===== config.mk =====
export PLATFORM = sky130hd
export DESIGN_NAME = asba_ctrl
export DESIGN_NICKNAME = d
export VERILOG_FILES = /design/src/core/asba_pkg.sv /design/src/core/asba_ctrl.sv /design/src/core/asba_sync.sv
export SDC_FILE = /design/constraint.sdc
export NUM_CORES = 1
export LEC_CHECK = 0
export BUFFER_PORTS_ARGS = -buffer_cell sky130_fd_sc_hd__buf_4
export CAP_MARGIN = 10
export CORE_ASPECT_RATIO = 0.5
export CORE_UTILIZATION = 50
export CTS_BUF_LIST = sky130_fd_sc_hd__clkbuf_16
export DETAILED_ROUTE_END_ITERATION = 12
export HOLD_SLACK_MARGIN = 0.12
export MAX_ROUTING_LAYER = met4
export PLACE_DENSITY = 0.76
export SLEW_MARGIN = 5
export SYNTH_ARGS = -nofsm -noshare
export SYNTH_HDL_FRONTEND = slang
export SYNTH_SLANG_ARGS = --single-unit
export TNS_END_PERCENT = 10

===== constraint.sdc =====
create_clock -name core_clk -period 3.11 [get_ports core_clk]
set_clock_uncertainty 0.15 [all_clocks]
set_input_delay 0.622 -clock core_clk [delete_from_list [all_inputs] [get_ports core_clk]]
set_output_delay 0.622 -clock core_clk [all_outputs]
set_load 0.02 [all_outputs]

===== src/core/asba_pkg.sv =====
package asba_pkg;
  localparam int ASBA_AW = 19;
  localparam int ASBA_DW = 8;
  localparam int ASBA_DEPTH = 524288;
  localparam int ASBA_CLK_KHZ = 20000;
  localparam int ASBA_SYNC_STAGES = 3;
  localparam int ASBA_CW = 3;

  // Memory timing in ns
  localparam int ASBA_T_ACC_NS = 55;
  localparam int ASBA_T_WP_NS = 40;
  localparam int ASBA_T_AWH_NS = 50;
  localparam int ASBA_T_DIS_NS = 20;

  // Least times round up to whole clock cycles, never below one
  localparam int ASBA_ACC_CYC = ((ASBA_T_ACC_NS * ASBA_CLK_KHZ + 999999) / 1000000 < 1) ? 1 :
    (ASBA_T_ACC_NS * ASBA_CLK_KHZ + 999999) / 1000000;
  localparam int ASBA_WP_RAW = (ASBA_T_WP_NS > ASBA_T_AWH_NS) ? ASBA_T_WP_NS : ASBA_T_AWH_NS;
  localparam int ASBA_WP_CYC = ((ASBA_WP_RAW * ASBA_CLK_KHZ + 999999) / 1000000 < 1) ? 1 :
    (ASBA_WP_RAW * ASBA_CLK_KHZ + 999999) / 1000000;
  localparam int ASBA_DIS_CYC = ((ASBA_T_DIS_NS * ASBA_CLK_KHZ + 999999) / 1000000 < 1) ? 1 :
    (ASBA_T_DIS_NS * ASBA_CLK_KHZ + 999999) / 1000000;
  // Access time plus the input synchroniser depth
  localparam logic [ASBA_CW-1:0] ASBA_RD_WAIT = ASBA_CW'(ASBA_ACC_CYC + ASBA_SYNC_STAGES - 1);
  localparam logic [ASBA_CW-1:0] ASBA_WP_LOAD = ASBA_CW'(ASBA_WP_CYC - 1);
  localparam logic [ASBA_CW-1:0] ASBA_DIS_LOAD = ASBA_CW'(ASBA_DIS_CYC - 1);

  localparam logic [ASBA_AW-1:0] ASBA_ADDR_RST = 19'h0_0000;
  localparam logic [ASBA_DW-1:0] ASBA_DATA_RST = 8'h00;

  typedef struct packed {
    logic we;
    logic [ASBA_AW-1:0] addr;
    logic [ASBA_DW-1:0] wdata;
  } asba_req_t;

  typedef struct packed {
    logic [ASBA_AW-1:0] addr;
    logic s_n;
    logic w_n;
    logic oe_n;
  } asba_pins_t;

  localparam asba_pins_t ASBA_PINS_IDLE = '{addr: ASBA_ADDR_RST, s_n: 1'b1, w_n: 1'b1, oe_n: 1'b1};

  typedef enum logic [2:0] {
    ASBA_IDLE = 3'b000,
    ASBA_WSET = 3'b001,
    ASBA_WPULSE = 3'b010,
    ASBA_WHOLD = 3'b011,
    ASBA_RACC = 3'b100,
    ASBA_RCAP = 3'b101,
    ASBA_TURN = 3'b110
  } asba_state_t;
endpackage


===== src/core/asba_ctrl.sv =====
`timescale 1ns/1ps
// Functional notes
// - The controller sets the address before a write and holds it through the whole strobe overlap.
// - The controller keeps the output gate high during writes so the memory never drives while it does.
// - The controller never drives the data port while the memory drives it.
module asba_ctrl (
  input wire logic core_clk,
  input wire logic rst_n,
  input wire logic req_valid,
  output logic req_ready,
  input wire asba_pkg::asba_req_t req,
  output logic rd_valid,
  output logic [asba_pkg::ASBA_DW-1:0] rd_data,
  output logic wr_done,
  output asba_pkg::asba_pins_t pins,
  output logic [asba_pkg::ASBA_DW-1:0] dq_o,
  output logic dq_oe,
  input wire logic [asba_pkg::ASBA_DW-1:0] dq_i
);
  import asba_pkg::*;

  logic rst_meta_r;
  logic rst_sync_n;
  asba_state_t state_r;
  asba_state_t state_nxt;
  logic [ASBA_CW-1:0] cnt_r;
  logic [ASBA_CW-1:0] cnt_nxt;
  asba_pins_t pins_r;
  asba_pins_t pins_nxt;
  logic [ASBA_DW-1:0] dq_o_r;
  logic [ASBA_DW-1:0] dq_o_nxt;
  logic dq_oe_r;
  logic dq_oe_nxt;
  logic [ASBA_DW-1:0] rd_data_r;
  logic [ASBA_DW-1:0] rd_data_nxt;
  logic rd_valid_r;
  logic rd_valid_nxt;
  logic wr_done_r;
  logic wr_done_nxt;
  logic [ASBA_DW-1:0] dq_sync;
  logic dq_stable;

  always_ff @(posedge core_clk or negedge rst_n) begin
    if (!rst_n) begin
      rst_meta_r <= 1'b0;
      rst_sync_n <= 1'b0;
    end else begin
      rst_meta_r <= 1'b1;
      rst_sync_n <= rst_meta_r;
    end
  end

  asba_sync u_sync (
    .core_clk(core_clk),
    .rst_n(rst_sync_n),
    .din(dq_i),
    .dout(dq_sync),
    .stable(dq_stable)
  );

  assign req_ready = (state_r == ASBA_IDLE);

  always_comb begin
    state_nxt = state_r;
    cnt_nxt = cnt_r;
    pins_nxt = pins_r;
    dq_o_nxt = dq_o_r;
    dq_oe_nxt = dq_oe_r;
    rd_data_nxt = rd_data_r;
    rd_valid_nxt = 1'b0;
    wr_done_nxt = 1'b0;
    unique case (state_r)
      ASBA_IDLE: begin
        pins_nxt.s_n = 1'b1;
        pins_nxt.w_n = 1'b1;
        pins_nxt.oe_n = 1'b1;
        dq_oe_nxt = 1'b0;
        if (req_valid) begin
          // Address latched here and held until the next accept
          pins_nxt.addr = req.addr;
          pins_nxt.s_n = 1'b0;
          if (req.we) begin
            dq_o_nxt = req.wdata;
            state_nxt = ASBA_WSET;
          end else begin
            pins_nxt.oe_n = 1'b0;
            cnt_nxt = ASBA_RD_WAIT;
            state_nxt = ASBA_RACC;
          end
        end
      end
      ASBA_WSET: begin
        // Strobe falls after the enable with the output gate high
        pins_nxt.w_n = 1'b0;
        pins_nxt.oe_n = 1'b1;
        dq_oe_nxt = 1'b1;
        cnt_nxt = ASBA_WP_LOAD;
        state_nxt = ASBA_WPULSE;
      end
      ASBA_WPULSE: begin
        if (cnt_r == '0) begin
          // Strobe rises first, data still held for the latch edge
          pins_nxt.w_n = 1'b1;
          state_nxt = ASBA_WHOLD;
        end else begin
          cnt_nxt = cnt_r - 1'b1;
        end
      end
      ASBA_WHOLD: begin
        pins_nxt.s_n = 1'b1;
        dq_oe_nxt = 1'b0;
        wr_done_nxt = 1'b1;
        state_nxt = ASBA_IDLE;
      end
      ASBA_RACC: begin
        if (cnt_r == '0) begin
          state_nxt = ASBA_RCAP;
        end else begin
          cnt_nxt = cnt_r - 1'b1;
        end
      end
      ASBA_RCAP: begin
        if (dq_stable) begin
          rd_data_nxt = dq_sync;
          rd_valid_nxt = 1'b1;
          pins_nxt.oe_n = 1'b1;
          pins_nxt.s_n = 1'b1;
          cnt_nxt = ASBA_DIS_LOAD;
          state_nxt = ASBA_TURN;
        end
      end
      ASBA_TURN: begin
        // Memory output still turning off; no new drive yet
        if (cnt_r == '0) begin
          state_nxt = ASBA_IDLE;
        end else begin
          cnt_nxt = cnt_r - 1'b1;
        end
      end
      default: begin
        state_nxt = ASBA_IDLE;
        pins_nxt = ASBA_PINS_IDLE;
        dq_oe_nxt = 1'b0;
      end
    endcase
  end

  always_ff @(posedge core_clk or negedge rst_sync_n) begin
    if (!rst_sync_n) begin
      state_r <= ASBA_IDLE;
      cnt_r <= '0;
      pins_r <= ASBA_PINS_IDLE;
      dq_o_r <= ASBA_DATA_RST;
      dq_oe_r <= 1'b0;
      rd_data_r <= ASBA_DATA_RST;
      rd_valid_r <= 1'b0;
      wr_done_r <= 1'b0;
    end else begin
      state_r <= state_nxt;
      cnt_r <= cnt_nxt;
      pins_r <= pins_nxt;
      dq_o_r <= dq_o_nxt;
      dq_oe_r <= dq_oe_nxt;
      rd_data_r <= rd_data_nxt;
      rd_valid_r <= rd_valid_nxt;
      wr_done_r <= wr_done_nxt;
    end
  end

  assign pins = pins_r;
  assign dq_o = dq_o_r;
  assign dq_oe = dq_oe_r;
  assign rd_data = rd_data_r;
  assign rd_valid = rd_valid_r;
  assign wr_done = wr_done_r;

  addr_stable_a: assert property (@(posedge core_clk) disable iff (!rst_sync_n)
    (!pins_r.s_n && !pins_r.w_n) |=> $stable(pins_r.addr))
    else $error("address moved during write overlap");

  addr_setup_a: assert property (@(posedge core_clk) disable iff (!rst_sync_n)
    $fell(pins_r.w_n) |-> $stable(pins_r.addr) && !$past(pins_r.s_n))
    else $error("address not set up before write strobe");

  gate_in_write_a: assert property (@(posedge core_clk) disable iff (!rst_sync_n)
    !pins_r.w_n |-> pins_r.oe_n)
    else $error("output gate low during write strobe");

  strobe_width_a: assert property (@(posedge core_clk) disable iff (!rst_sync_n)
    $fell(pins_r.w_n) |-> !pins_r.w_n && dq_oe_r ##1 pins_r.w_n && dq_oe_r ##1 !dq_oe_r)
    else $error("write strobe or data hold wrong length");

  idle_deselect_a: assert property (@(posedge core_clk) disable iff (!rst_sync_n)
    (state_r == ASBA_IDLE) |-> pins_r.s_n && !dq_oe_r)
    else $error("memory enabled while idle");

  no_contend_a: assert property (@(posedge core_clk) disable iff (!rst_sync_n)
    dq_oe_r |-> pins_r.oe_n && !pins_r.s_n)
    else $error("data driven while memory may drive");

  turn_gap_a: assert property (@(posedge core_clk) disable iff (!rst_sync_n)
    $rose(pins_r.oe_n) |-> !dq_oe_r ##1 !dq_oe_r ##1 !dq_oe_r)
    else $error("bus turnaround too short");

  read_latency_a: assert property (@(posedge core_clk) disable iff (!rst_sync_n)
    (req_ready && req_valid && !req.we) |-> ##[5:8] rd_valid_r)
    else $error("read answer out of window");

  write_latency_a: assert property (@(posedge core_clk) disable iff (!rst_sync_n)
    (req_ready && req_valid && req.we) |-> ##4 wr_done_r)
    else $error("write completion late or early");
endmodule // asba_ctrl


===== src/core/asba_sync.sv =====
`timescale 1ns/1ps
module asba_sync (
  input wire logic core_clk,
  input wire logic rst_n,
  input wire logic [asba_pkg::ASBA_DW-1:0] din,
  output logic [asba_pkg::ASBA_DW-1:0] dout,
  output logic stable
);
  import asba_pkg::*;

  logic [ASBA_DW-1:0] s1_r;
  logic [ASBA_DW-1:0] s2_r;
  logic [ASBA_DW-1:0] s3_r;
  logic [ASBA_DW-1:0] agree;

  genvar i;
  generate
    for (i = 0; i < ASBA_DW; i++) begin : g_bit
      always_ff @(posedge core_clk or negedge rst_n) begin
        if (!rst_n) begin
          s1_r[i] <= 1'b0;
          s2_r[i] <= 1'b0;
          s3_r[i] <= 1'b0;
        end else begin
          s1_r[i] <= din[i];
          s2_r[i] <= s1_r[i];
          s3_r[i] <= s2_r[i];
        end
      end
      assign agree[i] = (s2_r[i] == s3_r[i]);
    end
  endgenerate

  assign dout = s3_r;
  assign stable = &agree;
endmodule // asba_sync


==> impl_metrics.ini, run 1 <==
[yosys]
post_synth_most_frequent_cells = sky130_fd_sc_hd__dfrtp_1 (70), sky130_fd_sc_hd__a22o_1 (19)
synth_area_per_cell_um2 = 14.4
synth_top_flop_cell = sky130_fd_sc_hd__dfrtp_1
yosys.area.top_type = sky130_fd_sc_hd__dfrtp_1
yosys-top-cells-area = sky130_fd_sc_hd__dfrtp_1 (64%), sky130_fd_sc_hd__a22o_1 (6.1%), sky130_fd_sc_hd__mux2_4 (4.4%)
synth.yosys.warnings = 0
synthMostInstantiatedCell = sky130_fd_sc_hd__dfrtp_1
ys_seq_area_frac = 0.673
number_of_enable_flip_flop_cells_after_synthesis = 0
synthesized_net_count = 230
fraction_of_registers_with_async_set_reset = 1.00
number_of_cells_produced_by_synthesis = 189
share_of_the_synthesized_area_in_the_top_cell_type = 0.644
synth_cell_type_count = 39
synth-seq-cells = 73
synthesis.area_um2 = 2720

[power]
power_per_cell_area_nw_per_um2 = 925
peakVddDrop_mv = 0.488
leakage_nw = 1.86

[placement]
detailed_place_hpwl_um = 3760
placed_area_um2 = 3400
dp_slack_ps = 808
place.gp.congestion = 0.850
portBuffers = 80
numPlacedInstances = 335

[timing]
timing.final.crit_share = 0.743
post-route-worst-setup-slack_ps = 800
finalCriticalPeriod_ps = 2310
setup_repair_after_global_routing_missed_its_margin = no
fin_setup_tns_ps = 0
worst_slew_margin_rel = 0.511
worstMarginPinSlew_ps = 733
finalSetupViolCount = 0
slew_violations = 0
final-hold-violation-count = 0
max_freq_mhz = 433
worst_hold_slack_ps = 181

[detailed_routing]
remaining_drc_errors = 0
m1WireLength_um = 2570
detail_route.wirelength_um = 5440
dr.max_layer_used = met4
via_per_inst = 5.18
dr.pass1.iters = 4
vias = 1825
antenna_violating_nets_post_route = 0
wl_met2_um = 2500
detailroute.wirelength.met3_um = 295
detailedRoute.firstIterationViolations = 66
post_drt_wl_per_cell_um = 15.5

[setup_path]
crit_fanout = 9
worst_setup_path_start_kind = register
required_ps = 3170
critical_path.endpoint_type = register
timing_worst_setup_path_type = reg -> reg
critPathArrivalTime_ps = 2370

[global_route]
grt_pass1_wl_um = 8670
maximum_number_of_pins_on_one_net_before_global_route_repair = 35
grtUsageTotal = 0.216
gr-total-overflow = 0
first_global_vias = 1756
number_of_antenna_violations_at_the_first_check_in_global_routing = 0

[hold_path]
type_of_the_most_critical_hold_path = reg -> async

[clock_tree]
cts_inserted_buffers = 9
numClockSinks = 73
tritoncts = built
h-tree-depth = 3
cts-root-buf = sky130_fd_sc_hd__clkbuf_16
cts.reportedPaths.clkPinSlew_ps = 60
cts_buffer_depth = 2
later_pin_clock_latency_in_the_skew_report_ps = 330

[finish]
syn2layout_area_growth_pct = 37.8
antenna_cells_inserted = 0
drive_above_1_share = 0.447
design_area_um2 = 3750
final_cells = 352
design.final.nets = 318
fillerInstances = 333

[die]
die_height_um = 54.2
ios = 81
num_rows = 18
floorplan.initialDensity = 0.537
floorplan.core_area_um2 = 5070
full_die_area_um2 = 5760
die_w_um = 106

[status]
status = finished clean

[run]
cap_violations = 0
==> per-layer routing <==
metal | vias up | global-route usage
met5 | - | -
met4 | 0 | 0.0949
met3 | 10 | 0.0726
met2 | 60 | 0.305
met1 | 909 | 0.286
li1 | 846 | -
==> per-stage QoR <==
step	utilization	total power, mW
floorplan	-	1.92
global placement	0.671	2.30
detailed placement	0.671	2.33
CTS	0.740	3.49
global route	0.740	3.65
finish	0.740	3.47
==> critical path: stages, from the launching register on <==
cell and delay (ps):
sky130_fd_sc_hd__dfrtp_1 390, sky130_fd_sc_hd__xor2_1 180, sky130_fd_sc_hd__nor4_2 510, sky130_fd_sc_hd__and3b_1 610, sky130_fd_sc_hd__mux2_4 350
==> final timing paths <==
kind                       cells past startpoint  slack, ps                  endpoint                      from
hold / removal                                 0        180       dq_o[3]$_DFFE_PN0P_      rst_sync_n$_DFF_PN0_
setup reg to reg                               4        800    rd_data[0]$_DFFE_PN0P_  u_sync.dout[5]$_DFF_PN0_
setup / recovery                               4        800    rd_data[0]$_DFFE_PN0P_  u_sync.dout[5]$_DFF_PN0_
max in group asynchronous                      1       1850       pins[1]$_DFFE_PN1P_      rst_sync_n$_DFF_PN0_
min in group core_clk                          0        200  u_sync.s2_r[0]$_DFF_PN0_  u_sync.s1_r[0]$_DFF_PN0_
hold reg to reg                                0        180       dq_o[3]$_DFFE_PN0P_      rst_sync_n$_DFF_PN0_
==> layout make-up <==
type,count,area [um^2],share of cell area
repair buffers,85,641,0.171
multi-input cells,102,828,0.221
clock buffers,9,225,0.0601
inverters,6,22.5,0.00601
clock inverters,7,111,0.0297
flip-flops and latches,73,1830,0.489
well taps,70,87.6,0.0234
==> cells by family after synthesis <==
kind of cell,Yosys count,share of synthesized area
buffers and inverters,14,0.0225
AO/OA/AOI/OAI,48,0.132
multiplexers,17,0.0810
other,1,0.00138
flip-flops,73,0.673
AND/OR/NAND/NOR,26,0.0557
XOR/XNOR,8,0.0258
adder cells (fa/ha/maj),2,0.00920
==> sequential cells by signal, indices dropped and copies added, names as in the netlist <==
name / count
cnt_r: 3
pins: 22
rd_data: 8
dq_o: 8
u_sync.dout: 8
dq_oe: 1
rst_meta_r: 1
wr_done: 1
state_r: 3
u_sync.s1_r: 8
u_sync.s2_r: 8
rd_valid: 1
rst_sync_n: 1
==> where the power goes <==
group,switching (mW),internal [mW]
combinational,0.502,0.469
clock,0.371,0.777
sequential,0.182,1.17
==> what timing repair did <==
action	in CTS	in global routing
gates resized for setup	0	0
buffers inserted	0	0
hold buffers	1	0
hold endpoints to repair	2	0
==> cell usage in the layout, fill, tap and decap left out, types with 2 or more instances in the layout <==
master,instances
sky130_fd_sc_hd__nor2_1,8
sky130_fd_sc_hd__o21ai_0,7
sky130_fd_sc_hd__clkbuf_16,9
sky130_fd_sc_hd__ha_1,2
sky130_fd_sc_hd__nor4_2,2
sky130_fd_sc_hd__o22ai_1,3
sky130_fd_sc_hd__inv_1,7
sky130_fd_sc_hd__xor2_1,8
sky130_fd_sc_hd__nor3_1,2
sky130_fd_sc_hd__bufinv_16,3
sky130_fd_sc_hd__dfrtp_1,69
sky130_fd_sc_hd__o211ai_1,2
sky130_fd_sc_hd__a31oi_1,2
sky130_fd_sc_hd__nand2b_1,4
sky130_fd_sc_hd__nand2_1,3
sky130_fd_sc_hd__a22o_1,19
sky130_fd_sc_hd__dfstp_2,3
sky130_fd_sc_hd__a211oi_1,2
sky130_fd_sc_hd__mux2_2,8
sky130_fd_sc_hd__mux2_4,8
sky130_fd_sc_hd__a21oi_1,5
sky130_fd_sc_hd__clkinv_2,2
sky130_fd_sc_hd__buf_4,84
Note: power is estimated with default switching activity, not from simulation.
==> inputs of run 2 (changes only) <==
--- a/config.mk
+++ b/config.mk
@@ -5,15 +5,16 @@
 export SDC_FILE = /design/constraint.sdc
 export NUM_CORES = 1
 export LEC_CHECK = 0
+export ABC_AREA = 1
 export BUFFER_PORTS_ARGS = -buffer_cell sky130_fd_sc_hd__buf_4
 export CAP_MARGIN = 10
 export CORE_ASPECT_RATIO = 0.5
-export CORE_UTILIZATION = 50
+export CORE_UTILIZATION = 46
 export CTS_BUF_LIST = sky130_fd_sc_hd__clkbuf_16
 export DETAILED_ROUTE_END_ITERATION = 12
 export HOLD_SLACK_MARGIN = 0.12
 export MAX_ROUTING_LAYER = met4
-export PLACE_DENSITY = 0.76
+export PLACE_DENSITY = 0.72
 export SLEW_MARGIN = 5
 export SYNTH_ARGS = -nofsm -noshare
 export SYNTH_HDL_FRONTEND = slang
==> constraint.sdc (replaced) <==
create_clock -name core_clk -period 2 [get_ports core_clk]
set_clock_uncertainty 0.15 [all_clocks]
set_input_delay 0.4 -clock core_clk [delete_from_list [all_inputs] [get_ports core_clk]]
set_output_delay 0.4 -clock core_clk [all_outputs]
set_load 0.02 [all_outputs]
==> impl_metrics.ini, run 2 <==
[status]
status = finished clean

[die]
floorplan.core_area_um2 = 6080
floorplan.initialDensity = 0.478
die_height_um = 58.2
full_die_area_um2 = 6670
ios = 81
num_rows = 20
die_w_um = 114

[finish]
drive_above_1_share = 0.303
finish.utilization = 0.652
most_frequent_standard_cell_in_the_layout_excluding_fill_and_tap_cells = sky130_fd_sc_hd__nand2_1
syn2layout_area_growth_pct = 36.3
design.final.nets = 436
design_area_um2 = 3970
seqCellArea_um2 = 1830
antenna_cells_inserted = 0
most_frequent_cells_in_the_layout = sky130_fd_sc_hd__nand2_1 (92), sky130_fd_sc_hd__buf_4 (82), sky130_fd_sc_hd__dfrtp_1 (69)
multiInputGateArea_um2 = 853
largest_register_ffs = 22
fillerInstances = 505

[setup_path]
crit_fanout = 7
cp-startpoint = state_r[2]$_DFFE_PN0P_
timing_worst_setup_path_type = reg -> out
critical_path.endpoint_type = primary output
regToRegEndpoint = pins[5]$_DFFE_PN0P_
worstPathCellList = nor2_2 -> nand2_2 -> inv_2 -> buf_4
critPathArrivalTime_ps = 1240
r2r_start = state_r[1]$_DFFE_PN0P_
worst_setup_path_start_kind = register
worst-r2r-cell-count = 3
worst_path_max_delay_cell = sky130_fd_sc_hd__dfrtp_1
critical_path.endpoint = req_ready
reg2reg_setup_slack_ps = 280
cpPeakStageDelay_ps = 470
required_ps = 1450

[yosys]
synth-xor-area-share = 0.0181
fraction_of_registers_with_async_set_reset = 1.00
dominant_combinational_cell_family_by_area_after_synthesis = simple AND/OR/NAND/NOR gates
synth-seq-cells = 73
synthesis.area_um2 = 2910
number_of_enable_flip_flop_cells_after_synthesis = 0
number_of_cells_produced_by_synthesis = 297
share_of_the_synthesized_area_in_the_top_cell_type = 0.602
post_synth_mux_area_share = 0
synth_compound_area_frac = 0.0692
synthMostInstantiatedCell = sky130_fd_sc_hd__nand2_1
yosys-top-cells-area = sky130_fd_sc_hd__dfrtp_1 (60%), sky130_fd_sc_hd__nand2_1 (12%), sky130_fd_sc_hd__inv_1 (5.0%)
synth_adder_area_share = 0.00860
synthesized_net_count = 338
synth_top_flop_cell = sky130_fd_sc_hd__dfrtp_1
synthSimpleGateAreaFrac = 0.196
synth.yosys.warnings = 0
synth_area_per_cell_um2 = 9.79
post_synth_most_frequent_cells = sky130_fd_sc_hd__nand2_1 (92), sky130_fd_sc_hd__dfrtp_1 (70), sky130_fd_sc_hd__inv_1 (39), sky130_fd_sc_hd__o21ai_0 (20), sky130_fd_sc_hd__nand3_1 (16)
ys_seq_area_frac = 0.629
yosys.area.top_type = sky130_fd_sc_hd__dfrtp_1
synth_cell_type_count = 25

[power]
power.share.clock = 0.249
power_per_cell_area_nw_per_um2 = 1450
power_frac_seq = 0.371
p_sw_frac = 0.377
share_of_total_power_in_combinational_logic = 0.380
total_power_mw = 5.75
leakage_nw = 2.11
peakVddDrop_mv = 0.786
p_switching_mw = 2.17
cell_int_power_mw = 3.58

[hold_path]
type_of_the_most_critical_hold_path = in -> reg
hold_path.startpoint = req[7]

[clock_tree]
numClockSinks = 73
cts_buffer_depth = 2
later_pin_clock_latency_in_the_skew_report_ps = 320
cts_repair_resize_count = 0
tritoncts = built
cts.reportedPaths.clkPinSlew_ps = 60
cts-root-buf = sky130_fd_sc_hd__clkbuf_16
h-tree-depth = 3
cts_setup_buffers = 0
cts_inserted_buffers = 9

[placement]
placed_area_um2 = 3600
portBuffers = 80
place.gp.congestion = 0.947
detailed_place_hpwl_um = 3990

[global_route]
gr-total-overflow = 0
first_global_vias = 2237
maximum_number_of_pins_on_one_net_before_global_route_repair = 59
grt_pass1_wl_um = 9690
number_of_antenna_violations_at_the_first_check_in_global_routing = 0
grtUsageTotal = 0.198

[run]
cap_violations = 0

[timing]
max_freq_mhz = 559
worstMarginPinSlew_ps = 692
setup_repair_after_global_routing_missed_its_margin = no
finalCriticalPeriod_ps = 1790
slew_violations = 0
final-hold-violation-count = 0
timing.final.crit_share = 0.895
worst_slew_margin_rel = 0.538
finalSetupViolCount = 0
fin_setup_tns_ps = 0

[detailed_routing]
dr.pass1.iters = 4
vias = 2218
post_drt_wl_per_cell_um = 11.7
detailedRoute.firstIterationViolations = 91
antenna_violating_nets_post_route = 0
via_per_inst = 4.55
remaining_drc_errors = 0
detail_route.wirelength_um = 5690
## run 2: cell count changes in the layout (fill, tap and decap cells not counted), moves of 9 or more
cell                            previous run  this run
sky130_fd_sc_hd__inv_1                     7        39
sky130_fd_sc_hd__dlygate4sd3_1             1        10
sky130_fd_sc_hd__nand3_1                   1        16
sky130_fd_sc_hd__nand2_1                   3        92
sky130_fd_sc_hd__a22o_1                   19         0
sky130_fd_sc_hd__o21ai_1                   0        11
sky130_fd_sc_hd__o21ai_0                   7        20
## run 2: power by group through the flow
stage               clock (mW)  sequential (mW)  combinational [mW]
global route              1.53             2.18                2.39
CTS                       1.47             2.14                2.20
finish                    1.43             2.13                2.18
global placement             0             2.14                2.10
detailed placement           0             2.15                2.18
floorplan                    0             2.49                1.07
## run 2: worst min-delay path by stage
stage,endpoint,cells past startpoint
finish,dq_o[7]$_DFFE_PN0P_,3
global route,dq_o[6]$_DFFE_PN0P_,3
CTS,dq_o[5]$_DFFE_PN0P_,3
detailed placement,pins[21]$_DFFE_PN0P_,0
global placement,pins[4]$_DFFE_PN0P_,0
floorplan,rst_meta_r$_DFF_PN0_,0
## run 2: final cells by class
class | instances | area share
Clock buffer | 9 | 0.0568
Clock inverter | 7 | 0.0114
Inverter | 44 | 0.0416
Multi-Input combinational cell | 174 | 0.215
Sequential cell | 73 | 0.462
Tap cell | 88 | 0.0278
Timing Repair Buffer | 93 | 0.185
## run 2: kinds of logic after synthesis
kind of cell	Yosys count
other	1
DFF	73
xor gates and xnor gates	6
buffers and inverters	50
and+or+nand+nor	128
AOI/OAI and AO/OA	37
adders and majority gates	2
## run 2: timing repair
item,4_1_cts,5_1_grt
endpoints found under the hold margin,23,0
endpoints found under the setup margin,0,0
hold buffers,10,0
## run 2: layer usage
| layer | routed length [um] | part of all wire | global-route usage |
|---|---|---|---|
| met1 | 2460 | 0.43 | 0.217 |
| met5 | 0 | 0 | - |
| met2 | 2950 | 0.52 | 0.352 |
| met3 | 246 | 0.043 | 0.0607 |
| met4 | 38 | 0.0067 | 0.0594 |
## run 2: worst max-delay path, delay by kind of cell, from the launching register on
family	cells	cell delay, ps
flip-flops	1	470
buffers and inverters	2	210
AND/OR/NAND/NOR	2	240
## run 2: through the flow
| stage | std cells | worst slack, ps | hold slack [ps] |
|---|---|---|---|
| finish | 488 | 210 | 131 |
| global route | 488 | 106 | 128 |
| CTS | 488 | 201 | 120 |
| detailed placement | 462 | 226 | 27.5 |
| global placement | 462 | 395 | 11.1 |
| floorplan | 297 | 563 | -45.6 |
